File: src/irq_status_defines.svh
`ifndef IRQ_STATUS_DEFINES_SVH
`define IRQ_STATUS_DEFINES_SVH

// ****************************************************************
// Register indices; byte address is four times the index
// ****************************************************************
`define ADDR_W 18
`define IDX_GROUP_A 16'hfe04
`define IDX_GROUP_B 16'hfe05
`define IDX_GROUP_C 16'hfe06
`define IDX_TICK_CTRL 16'hfe07

// ****************************************************************
// Reset values
// ****************************************************************
`define STATUS_RESET 8'h00
`define TICK_CTRL_RESET 8'h00

// ****************************************************************
// Timebase control fields
// ****************************************************************
`define TICK_RATE_LSB 0
`define TICK_RATE_W 3
`define TICK_IE_BIT 3
`define TICK_ACK_BIT 4
`define TICK_FLAG_BIT 5
`define TICK_CNT_W 24
`define TICK_TAP_BASE 5'd8

// ****************************************************************
// Pending flag positions and vector numbers
// ****************************************************************
`define NUM_SRC 16
`define VEC_W 5
`define VEC_NONE 5'd0
`define VEC_EXT 5'd1
`define VEC_KEY 5'd14
`define KEY_PINS 5

`endif

File: src/irq_status_pkg.sv
package irq_status_pkg;

  // Recognition states for the CPU side
  typedef enum logic [0:0] {
    REC_IDLE,
    REC_PRESENT
  } rec_state_t;

endpackage : irq_status_pkg

File: src/irq_rec_if.sv
`timescale 1ns/1ps
`include "irq_status_defines.svh"

interface irq_rec_if;
  logic [`NUM_SRC:1] pend;
  logic mask;
  logic boundary;
  logic ack;
  logic req;
  logic [`VEC_W-1:0] vec;

  modport src (output pend, output mask, output boundary, output ack, input req, input vec);
  modport rec (input pend, input mask, input boundary, input ack, output req, output vec);
endinterface : irq_rec_if

File: src/irq_recognizer.sv
`timescale 1ns/1ps
`include "irq_status_defines.svh"

module irq_recognizer
  import irq_status_pkg::*;
(
  input wire logic mclk_i,
  input wire logic rst_i,
  input wire logic ce_i,
  irq_rec_if.rec ifc
);

  typedef struct packed {
    rec_state_t st;
    logic req;
    logic [`VEC_W-1:0] vec;
  } rec_st_t;

  rec_st_t st_q;
  rec_st_t st_d;
  logic [`VEC_W-1:0] best;

  // ****************************************************************
  // Pick the lowest numbered pending source
  // ****************************************************************
  always_comb begin
    best = `VEC_NONE;
    for (int i = `NUM_SRC; i >= 1; i--) begin
      if (ifc.pend[i]) begin
        best = `VEC_W'(i);
      end
    end
  end

  // Present one request; once latched it holds until acknowledged
  always_comb begin
    st_d = st_q;
    case (st_q.st)
      REC_IDLE: begin
        // Checked only at an instruction boundary with the mask clear
        if (ifc.boundary && !ifc.mask && (|ifc.pend)) begin
          st_d.st = REC_PRESENT;
          st_d.req = 1'b1;
          st_d.vec = best;
        end
      end
      REC_PRESENT: begin
        if (ifc.ack) begin
          st_d.st = REC_IDLE;
          st_d.req = 1'b0;
        end
      end
      default: begin
        st_d = '0;
      end
    endcase
  end

  always_ff @(posedge mclk_i or posedge rst_i) begin
    if (rst_i) begin
      st_q <= '0;
    end else if (ce_i) begin
      st_q <= st_d;
    end
  end

  assign ifc.req = st_q.req;
  assign ifc.vec = st_q.vec;

  // ****************************************************************
  // Checks
  // ****************************************************************
  lowest_first_a: assert property (@(posedge mclk_i) disable iff (rst_i)
    $rose(st_q.req) |-> ((($past(ifc.pend) >> (st_q.vec - 5'd1)) & 16'h0001) == 16'h0001)
      && (($past(ifc.pend) & ((16'h0001 << (st_q.vec - 5'd1)) - 16'h0001)) == 16'h0000))
    else $error("request taken is not the highest priority pending");

  global_mask_a: assert property (@(posedge mclk_i) disable iff (rst_i)
    (st_q.st == REC_IDLE && ifc.mask) |=> !st_q.req)
    else $error("request raised while the global mask was set");

  vec_hold_a: assert property (@(posedge mclk_i) disable iff (rst_i)
    (st_q.req && !ifc.ack) |=> st_q.req && $stable(st_q.vec))
    else $error("presented vector changed before acknowledge");

endmodule : irq_recognizer

File: src/interrupt_source_status.sv
// Design decision made here: the Avalon-MM slave port.
`timescale 1ns/1ps
`include "irq_status_defines.svh"

module interrupt_source_status
  import irq_status_pkg::*;
(
  input wire logic mclk_i,
  input wire logic rst_i,
  input wire logic ce_i,
  // Avalon-MM slave
  input wire logic [`ADDR_W-1:0] avs_address_i,
  input wire logic avs_read_i,
  input wire logic avs_write_i,
  input wire logic [31:0] avs_writedata_i,
  input wire logic [3:0] avs_byteenable_i,
  output logic [31:0] avs_readdata_o,
  output logic avs_waitrequest_o,
  // Pins
  input wire logic ext_request_pin_n_i,
  input wire logic [`KEY_PINS-1:0] key_pins_n_i,
  // Clock generator
  input wire logic pll_locked_i,
  input wire logic pll_change_ie_i,
  input wire logic pll_flag_clr_i,
  output logic pll_change_flag_o,
  // Timers
  input wire logic [1:0] timer_wrap_flag_i,
  input wire logic [1:0] timer_wrap_ie_i,
  input wire logic [2:0] chan_event_flag_i,
  input wire logic [2:0] chan_event_ie_i,
  // SPI
  input wire logic spi_rx_full_flag_i,
  input wire logic spi_rx_ie_i,
  input wire logic spi_tx_empty_flag_i,
  input wire logic spi_tx_ie_i,
  input wire logic spi_select_fault_flag_i,
  input wire logic spi_select_fault_en_i,
  input wire logic spi_overflow_flag_i,
  input wire logic spi_error_ie_i,
  // Serial port
  input wire logic uart_tx_empty_flag_i,
  input wire logic uart_tx_ie_i,
  input wire logic uart_tx_done_flag_i,
  input wire logic uart_tx_done_ie_i,
  input wire logic uart_rx_full_flag_i,
  input wire logic uart_rx_ie_i,
  input wire logic line_quiet_flag_i,
  input wire logic line_quiet_ie_i,
  input wire logic uart_overrun_flag_i,
  input wire logic uart_overrun_ie_i,
  input wire logic uart_noise_flag_i,
  input wire logic uart_noise_ie_i,
  input wire logic uart_frame_err_flag_i,
  input wire logic uart_frame_err_ie_i,
  input wire logic uart_parity_err_flag_i,
  input wire logic uart_parity_err_ie_i,
  // Converter
  input wire logic conv_done_i,
  input wire logic conv_ie_i,
  input wire logic conv_done_or_route_sel_i,
  input wire logic conv_clear_i,
  // Timebase
  output logic tick_wrap_flag_o,
  // CPU recognition
  input wire logic cpu_mask_i,
  input wire logic insn_boundary_i,
  input wire logic irq_ack_i,
  output logic irq_req_o,
  output logic [`VEC_W-1:0] irq_vec_o
);

  // ****************************************************************
  // State
  // ****************************************************************
  typedef struct packed {
    logic ext_s1;
    logic ext_s2;
    logic [`KEY_PINS-1:0] key_s1;
    logic [`KEY_PINS-1:0] key_s2;
    logic ext_lat;
    logic key_lat;
    logic lock_q;
    logic pll_flag;
    logic conv_lat;
    logic [`TICK_CNT_W-1:0] tick_cnt;
    logic [`TICK_RATE_W-1:0] tick_rate;
    logic tick_ie;
    logic tick_flag;
    logic [`NUM_SRC:1] pend;
    logic wait_q;
    logic [31:0] rdata;
  } main_st_t;

  // Pin synchronisers idle high so reset does not fake a request
  localparam main_st_t ST_RESET = '{
    ext_s1: 1'b1,
    ext_s2: 1'b1,
    key_s1: '1,
    key_s2: '1,
    tick_rate: 3'(`TICK_CTRL_RESET),
    pend: {`STATUS_RESET, `STATUS_RESET},
    wait_q: 1'b1,
    default: '0
  };

  main_st_t st_q;
  main_st_t st_d;

  irq_rec_if ifc ();

  logic sel_a;
  logic sel_b;
  logic sel_c;
  logic sel_ctrl;
  logic wr_go;
  logic ack_wr;
  logic tick_roll;
  logic [4:0] tick_shamt;
  logic [`TICK_CNT_W-1:0] tick_mask;
  logic [`NUM_SRC:1] pend_d;
  logic [7:0] rd_byte;

  // ****************************************************************
  // Bus decode
  // ****************************************************************
  assign sel_a = (avs_address_i == {`IDX_GROUP_A, 2'b00});
  assign sel_b = (avs_address_i == {`IDX_GROUP_B, 2'b00});
  assign sel_c = (avs_address_i == {`IDX_GROUP_C, 2'b00});
  assign sel_ctrl = (avs_address_i == {`IDX_TICK_CTRL, 2'b00});
  // A write takes effect only at the edge where waitrequest is seen low
  assign wr_go = avs_write_i && !st_q.wait_q;
  assign ack_wr = wr_go && sel_ctrl && avs_byteenable_i[0] && avs_writedata_i[`TICK_ACK_BIT];

  // ****************************************************************
  // Timebase counter chain
  // ****************************************************************
  // Tap moves up two bits per rate step, so each step is a quarter rate
  always_comb begin
    tick_shamt = `TICK_TAP_BASE + {1'b0, st_q.tick_rate, 1'b0};
    tick_mask = (`TICK_CNT_W'(1) << tick_shamt) - `TICK_CNT_W'(1);
    tick_roll = ((st_q.tick_cnt & tick_mask) == tick_mask);
  end

  // ****************************************************************
  // Status flag composition
  // ****************************************************************
  // Peripheral flags reflect only enabled requests, pin latches at 1 and 14 always; position gives priority
  always_comb begin
    pend_d = '0;
    pend_d[1] = st_q.ext_lat;
    pend_d[2] = st_q.pll_flag && pll_change_ie_i;
    pend_d[3] = chan_event_flag_i[0] && chan_event_ie_i[0];
    pend_d[4] = chan_event_flag_i[1] && chan_event_ie_i[1];
    pend_d[5] = timer_wrap_flag_i[0] && timer_wrap_ie_i[0];
    pend_d[6] = chan_event_flag_i[2] && chan_event_ie_i[2];
    pend_d[7] = 1'b0; // Reserved source
    pend_d[8] = timer_wrap_flag_i[1] && timer_wrap_ie_i[1];
    pend_d[9] = (spi_rx_full_flag_i && spi_rx_ie_i)
      || (spi_select_fault_flag_i && spi_select_fault_en_i && spi_error_ie_i)
      || (spi_overflow_flag_i && spi_error_ie_i);
    pend_d[10] = spi_tx_empty_flag_i && spi_tx_ie_i;
    pend_d[11] = (uart_overrun_flag_i && uart_overrun_ie_i)
      || (uart_noise_flag_i && uart_noise_ie_i)
      || (uart_frame_err_flag_i && uart_frame_err_ie_i)
      || (uart_parity_err_flag_i && uart_parity_err_ie_i);
    pend_d[12] = (uart_rx_full_flag_i && uart_rx_ie_i)
      || (line_quiet_flag_i && line_quiet_ie_i);
    pend_d[13] = (uart_tx_empty_flag_i && uart_tx_ie_i)
      || (uart_tx_done_flag_i && uart_tx_done_ie_i);
    pend_d[14] = st_q.key_lat;
    // Route select set means no CPU request from the converter
    pend_d[15] = st_q.conv_lat && conv_ie_i && !conv_done_or_route_sel_i;
    pend_d[16] = st_q.tick_flag && st_q.tick_ie;
  end

  // ****************************************************************
  // Read data mux
  // ****************************************************************
  // Unused positions read zero; unmapped addresses read zero too
  always_comb begin
    rd_byte = 8'h00;
    if (sel_a) begin
      rd_byte = {st_q.pend[6:1], 2'b00};
    end else if (sel_b) begin
      rd_byte = st_q.pend[14:7];
    end else if (sel_c) begin
      rd_byte = {6'h00, st_q.pend[16:15]};
    end else if (sel_ctrl) begin
      rd_byte = {2'b00, st_q.tick_flag, 1'b0, st_q.tick_ie, st_q.tick_rate};
    end
  end

  // ****************************************************************
  // Next state
  // ****************************************************************
  always_comb begin
    st_d = st_q;
    // Two-flop synchronisers on the request pins
    st_d.ext_s1 = ext_request_pin_n_i;
    st_d.ext_s2 = st_q.ext_s1;
    st_d.key_s1 = key_pins_n_i;
    st_d.key_s2 = st_q.key_s1;
    // External latches: a still-low pin wins over the acknowledge
    if (irq_ack_i && ifc.vec == `VEC_EXT) begin
      st_d.ext_lat = 1'b0;
    end
    if (!st_q.ext_s2) begin
      st_d.ext_lat = 1'b1;
    end
    if (irq_ack_i && ifc.vec == `VEC_KEY) begin
      st_d.key_lat = 1'b0;
    end
    if (st_q.key_s2 != {`KEY_PINS{1'b1}}) begin
      st_d.key_lat = 1'b1;
    end
    // Lock change in either direction sets the PLL flag
    st_d.lock_q = pll_locked_i;
    if (pll_flag_clr_i) begin
      st_d.pll_flag = 1'b0;
    end
    if (pll_locked_i != st_q.lock_q) begin
      st_d.pll_flag = 1'b1;
    end
    // Converter completion held until data read or control write
    if (conv_clear_i) begin
      st_d.conv_lat = 1'b0;
    end
    if (conv_done_i && conv_ie_i) begin
      st_d.conv_lat = 1'b1;
    end
    // Timebase: rollover beats a simultaneous acknowledge
    st_d.tick_cnt = st_q.tick_cnt + `TICK_CNT_W'(1);
    if (ack_wr) begin
      st_d.tick_flag = 1'b0;
    end
    if (tick_roll) begin
      st_d.tick_flag = 1'b1;
    end
    if (wr_go && sel_ctrl && avs_byteenable_i[0]) begin
      st_d.tick_rate = avs_writedata_i[`TICK_RATE_LSB +: `TICK_RATE_W];
      st_d.tick_ie = avs_writedata_i[`TICK_IE_BIT];
    end
    // Status registers follow live requests; writes never touch them
    st_d.pend = pend_d;
    // One wait cycle, then answer with registered data
    if ((avs_read_i || avs_write_i) && st_q.wait_q) begin
      st_d.wait_q = 1'b0;
      st_d.rdata = {24'h000000, rd_byte};
    end else begin
      st_d.wait_q = 1'b1;
    end
  end

  // Clock enable low freezes everything, bus included
  always_ff @(posedge mclk_i or posedge rst_i) begin
    if (rst_i) begin
      st_q <= ST_RESET;
    end else if (ce_i) begin
      st_q <= st_d;
    end
  end

  // ****************************************************************
  // Recognition
  // ****************************************************************
  assign ifc.pend = st_q.pend;
  assign ifc.mask = cpu_mask_i;
  assign ifc.boundary = insn_boundary_i;
  assign ifc.ack = irq_ack_i;

  irq_recognizer u_rec (
    .mclk_i(mclk_i),
    .rst_i(rst_i),
    .ce_i(ce_i),
    .ifc(ifc.rec)
  );

  // ****************************************************************
  // Outputs
  // ****************************************************************
  assign avs_readdata_o = st_q.rdata;
  assign avs_waitrequest_o = st_q.wait_q;
  assign pll_change_flag_o = st_q.pll_flag;
  assign tick_wrap_flag_o = st_q.tick_flag;
  assign irq_req_o = ifc.req;
  assign irq_vec_o = ifc.vec;

  // ****************************************************************
  // Checks
  // ****************************************************************
  ext_pin_latch_a: assert property (@(posedge mclk_i) disable iff (rst_i)
    (ce_i && !st_q.ext_s2) |=> (st_q.ext_lat and (ce_i |=> st_q.pend[1])))
    else $error("external pin low but request not latched");

  key_pin_latch_a: assert property (@(posedge mclk_i) disable iff (rst_i)
    (ce_i && st_q.key_s2 != {`KEY_PINS{1'b1}}) |=> st_q.key_lat)
    else $error("keyboard pin low but request not latched");

  pll_change_a: assert property (@(posedge mclk_i) disable iff (rst_i)
    (ce_i && pll_locked_i != st_q.lock_q) |=> st_q.pll_flag)
    else $error("lock change did not set the PLL flag");

  spi_error_a: assert property (@(posedge mclk_i) disable iff (rst_i)
    (ce_i && spi_overflow_flag_i && spi_error_ie_i) |=> st_q.pend[9])
    else $error("enabled SPI overflow not shown in status");

  uart_error_a: assert property (@(posedge mclk_i) disable iff (rst_i)
    (ce_i && uart_parity_err_flag_i && !uart_parity_err_ie_i && !uart_overrun_flag_i
      && !uart_noise_flag_i && !uart_frame_err_flag_i) |=> !st_q.pend[11])
    else $error("disabled parity error raised serial error status");

  conv_request_a: assert property (@(posedge mclk_i) disable iff (rst_i)
    (ce_i && conv_done_i && conv_ie_i && !conv_clear_i) ##1
      (ce_i && conv_ie_i && !conv_done_or_route_sel_i) |=> st_q.pend[15])
    else $error("converter completion raised no status flag");

  tick_ack_a: assert property (@(posedge mclk_i) disable iff (rst_i)
    (ce_i && ack_wr && !tick_roll) |=> !st_q.tick_flag)
    else $error("timebase acknowledge did not clear the flag");

  tick_set_a: assert property (@(posedge mclk_i) disable iff (rst_i)
    (ce_i && tick_roll) |=> st_q.tick_flag)
    else $error("timebase rollover did not set the flag");

  status_zero_bits_a: assert property (@(posedge mclk_i) disable iff (rst_i)
    (!avs_waitrequest_o && avs_read_i && $past(sel_a)) |->
      avs_readdata_o[1:0] == 2'b00 && avs_readdata_o[31:8] == 24'h000000)
    else $error("unused status bits did not read zero");

  reserved_src_a: assert property (@(posedge mclk_i) disable iff (rst_i)
    st_q.pend[7] == 1'b0)
    else $error("reserved status flag is set");

  bus_answer_a: assert property (@(posedge mclk_i) disable iff (rst_i)
    (ce_i && (avs_read_i || avs_write_i) && avs_waitrequest_o) |=> !avs_waitrequest_o)
    else $error("bus access not answered after one wait cycle");

endmodule : interrupt_source_status

File: config.mk
export PLATFORM = sky130hd
export DESIGN_NAME = interrupt_source_status
export DESIGN_NICKNAME = d
export VERILOG_FILES = /design/src/irq_status_pkg.sv /design/src/irq_rec_if.sv /design/src/irq_recognizer.sv /design/src/interrupt_source_status.sv
export VERILOG_INCLUDE_DIRS = /design/src
export SDC_FILE = /design/constraint.sdc
export NUM_CORES = 1
export LEC_CHECK = 0
export BUFFER_PORTS_ARGS = -buffer_cell sky130_fd_sc_hd__buf_2
export CAP_MARGIN = 20
export CORE_UTILIZATION = 44
export DETAILED_ROUTE_END_ITERATION = 8
export PLACE_DENSITY = 0.76
export SLEW_MARGIN = 10
export SYNTH_ARGS = -nofsm -noshare
export SYNTH_HDL_FRONTEND = slang
export SYNTH_SLANG_ARGS = --single-unit
File: constraint.sdc
create_clock -name mclk_i -period 2.2 [get_ports mclk_i]
set_clock_uncertainty 0.05 [all_clocks]
set_input_delay 0.22 -clock mclk_i [delete_from_list [all_inputs] [get_ports mclk_i]]
set_output_delay 0.22 -clock mclk_i [all_outputs]
set_load 0.02 [all_outputs]
==> run metrics <==
status=finished clean; Largest stage delay, worst path=0.59 ns; dpl hpwl=6.22 mm; layout cells sized above 1=34.6%; die area=9010 um2; Setup Crit Path Kind=flop to flop; die height=94.9 um; EDFF count, synth=0; Post-Syn Area per Cell=10.4 um2; drt pass-1 iters=4; setup slack after layout=0.272 ns; synth cell count leaders=dfrtp_1 (62), buf_4 (37), nand2_1 (34); Die X=94.9 um; crit path buf inv count=0; instance count on the critical path=4; design area=4480 um2; RSZ-0062 raised after global routing=no; worst path arrival time=2.10 ns; sequential power share=50.0%; final WL=8.25 mm; worst path cell trace=or4_1 > nor4_2 > or2_4 > o41ai_2; R2R Path Start=ifc.pend[9]; first-pass GRT wire length=13.5 mm; Vias per Instance=5.25; initial antenna violation count=0; Int Pwr=2440 uW; I/O pin count=150; Initial Util=45.8%; CP max FO=5; worst hold path class=input pin to flop; number of diodes=0; Most used DFF post-synth=dfrtp_1; CP top delay family=simple AND/OR/NAND/NOR gates; count leader, synth=dfrtp_1; placed inst area=4250 um2; max-cap check violation count=0; Layout Nets=567; max-slew violations=0; largest net degree at the start of global routing=43; CP max stage cell=or4_1; total track usage=19.8%; R2R Setup Slk=0.27 ns; final setup fails=0; R2R cell count=4; cells after synthesis=365; Crit path required time=2.37 ns; Routed Antenna Nets=0; Seq/Total Area, Yosys=49.8%; Skew-Pair Late Insertion Delay=0.34 ns; Yosys top cell by area=dfrtp_1; sw frac=28.9%; Worst Hold Launch=avs_writedata_i[1]; Fin Setup TNS=0 ns; Synth Register Bits=75; Post-Syn Area=3800 um2; drt drc=0; Cell Rows=33; final worst-path cycle share=87.6%; Slew headroom=55.5%; actual slew at the worst max-slew pin=0.661 ns; PortBufs=95; minimum clock period=1.93 ns; number of CTS-inserted buffers=9; core box area=8300 um2; Leakage=0.00213 uW; Hold WS=0.0326 ns; dpl ws=0.284 ns; DR iter-0 viols=177; clk sinks=75; Gate power share=16.6%; Worst-path clk slew=0.08 ns; vias in the first global route=2,888; Area contributors post-synth=dfrtp_1 (41%), dfstp_2 (9.0%), buf_4 (7.3%); Worst Setup End Kind=flop; Area Overhead vs Synth=18.0%; Synth top area share=40.8%; Vias=2,977; async set-reset flop share out of synthesis=100%; Cell Pwr Density=767 nW/um2; Final Hold Vio Count=0; Longest Clk Path Bufs=2; Overall Power=3440 uW; Wirelength per Cell=14.5 um; power share of the clock group=33.4%; GRT Residual Overflow=0; Hold Path Stages=2; fmax=519 MHz; Root Buffer=clkbuf_8; Hold EP=st_q[52]; CP Launch Type=flop; H-tree depth=3; synthesis warning total=0; reg-to-reg critical path endpoint=u_rec.ifc.vec[1]; TritonCTS clock tree=built; Distinct cells, synth=59; # Post-CTS Setup Buffers=0; sw power=995 uW; gpl congestion=0.836; Post-CTS Resized=0; VDD IR-drop max=0.000348 V
[registers in the layout, summed over array words and instances, names as in the netlist]
| signal | flops |
|---|---|
| u_rec.ifc.req | 1 |
| ifc.pend | 15 |
| tick_wrap_flag_o | 1 |
| avs_waitrequest_o | 1 |
| pll_change_flag_o | 1 |
| u_rec.ifc.vec | 5 |
| u_rec.st_q | 1 |
| st_d | 6 |
| st_q | 34 |
| pend_d | 2 |
| avs_readdata_o | 8 |
[per-layer routing]
layer / global-route usage, % / part of all wire, % / vias up
met3: 4.03 / 6.8 / 7
met5: 0 / 0 / -
met2: 32.0 / 48 / 135
met1: 26.6 / 44 / 1412
met4: 7.07 / 1.0 / 0
li1: - / - / 1423
[cell families (layout without fill, tap and decap cells)]
logic type	after synthesis	in the layout	share of synthesized area (%)
and+or+nand+nor	123	123	17.6
DFF	75	75	49.8
buffers and inverters	63	137	10.1
AOI/OAI and AO/OA	55	55	9.64
muxes	25	25	7.27
xor gates and xnor gates	22	22	5.07
adders and majority gates	1	1	0.329
other	1	24	0.0987
[per-stage QoR]
stage | std cells | util [%]
floorplan | 388 | -
global placement | 550 | 51.2
detailed placement | 550 | 51.2
CTS | 567 | 54.0
global route | 567 | 54.0
finish | 567 | 54.0
[power groups by stage]
| stage | clock network, uW | logic, uW | registers (uW) |
|---|---|---|---|
| after floorplan | 0 | 440 | 1710 |
| after global placement | 0 | 557 | 1730 |
| after detailed placement | 0 | 574 | 1740 |
| after CTS | 1170 | 580 | 1720 |
| after global routing | 1240 | 641 | 1740 |
| final | 1150 | 572 | 1720 |
[cell type report]
| class | instances | area, um2 |
|---|---|---|
| clock buffer | 11 | 163 |
| clock inverter | 5 | 58.8 |
| fill | 740 | 3810 |
| inverter | 15 | 56.3 |
| multi-input combinational | 250 | 1610 |
| sequential | 75 | 1890 |
| tap | 105 | 131 |
| timing repair buffer | 106 | 573 |
[placed cells by master, fill, tap and decap left out, types with 2 or more instances in the layout]
cell        netlist  routed
xor2_1            7       7
or4_1             4       4
conb_1            1      24
inv_2             1       2
mux2i_1           4       4
or3_1             2       2
nand4_1          16      16
a22oi_1           3       3
mux2_1            4       4
dfrtp_1          62      62
clkbuf_8          0      10
nor3_1            5       5
o221ai_1          2       2
mux2_2           17      17
xnor2_1          15      15
a21oi_1           5       5
a21boi_0          2       2
o21ai_0          22      22
nand4b_1          2       2
nor4_1            5       5
inv_1            14      13
nor2_1           17      17
o31ai_1           2       2
nand3_1          24      24
buf_2             2      95
a31oi_1           2       2
a221oi_1          2       2
clkinvlp_4        0       2
buf_4            37       9
o211ai_1          3       3
nand2_1          34      34
dfstp_2          13      13
[timing repair]
action,4_1_cts,5_1_grt
hold buffers,1,0
endpoints found under the setup margin,0,0
endpoints found under the hold margin,13,0
[worst max-delay path by stage]
stage | slack, ns | endpoint | startpoint
after floorplan | 0.04 | avs_readdata_o[0] | rst_i
after global placement | 0.29 | u_rec.ifc.vec[1] | ifc.pend[10]
after detailed placement | 0.28 | st_q[50] | avs_address_i[7]
after CTS | 0.27 | u_rec.ifc.vec[1] | ifc.pend[9]
after global routing | 0.21 | u_rec.ifc.vec[1] | ifc.pend[9]
final | 0.27 | u_rec.ifc.vec[1] | ifc.pend[9]
No activity file was read; power rests on OpenSTA's default activity.
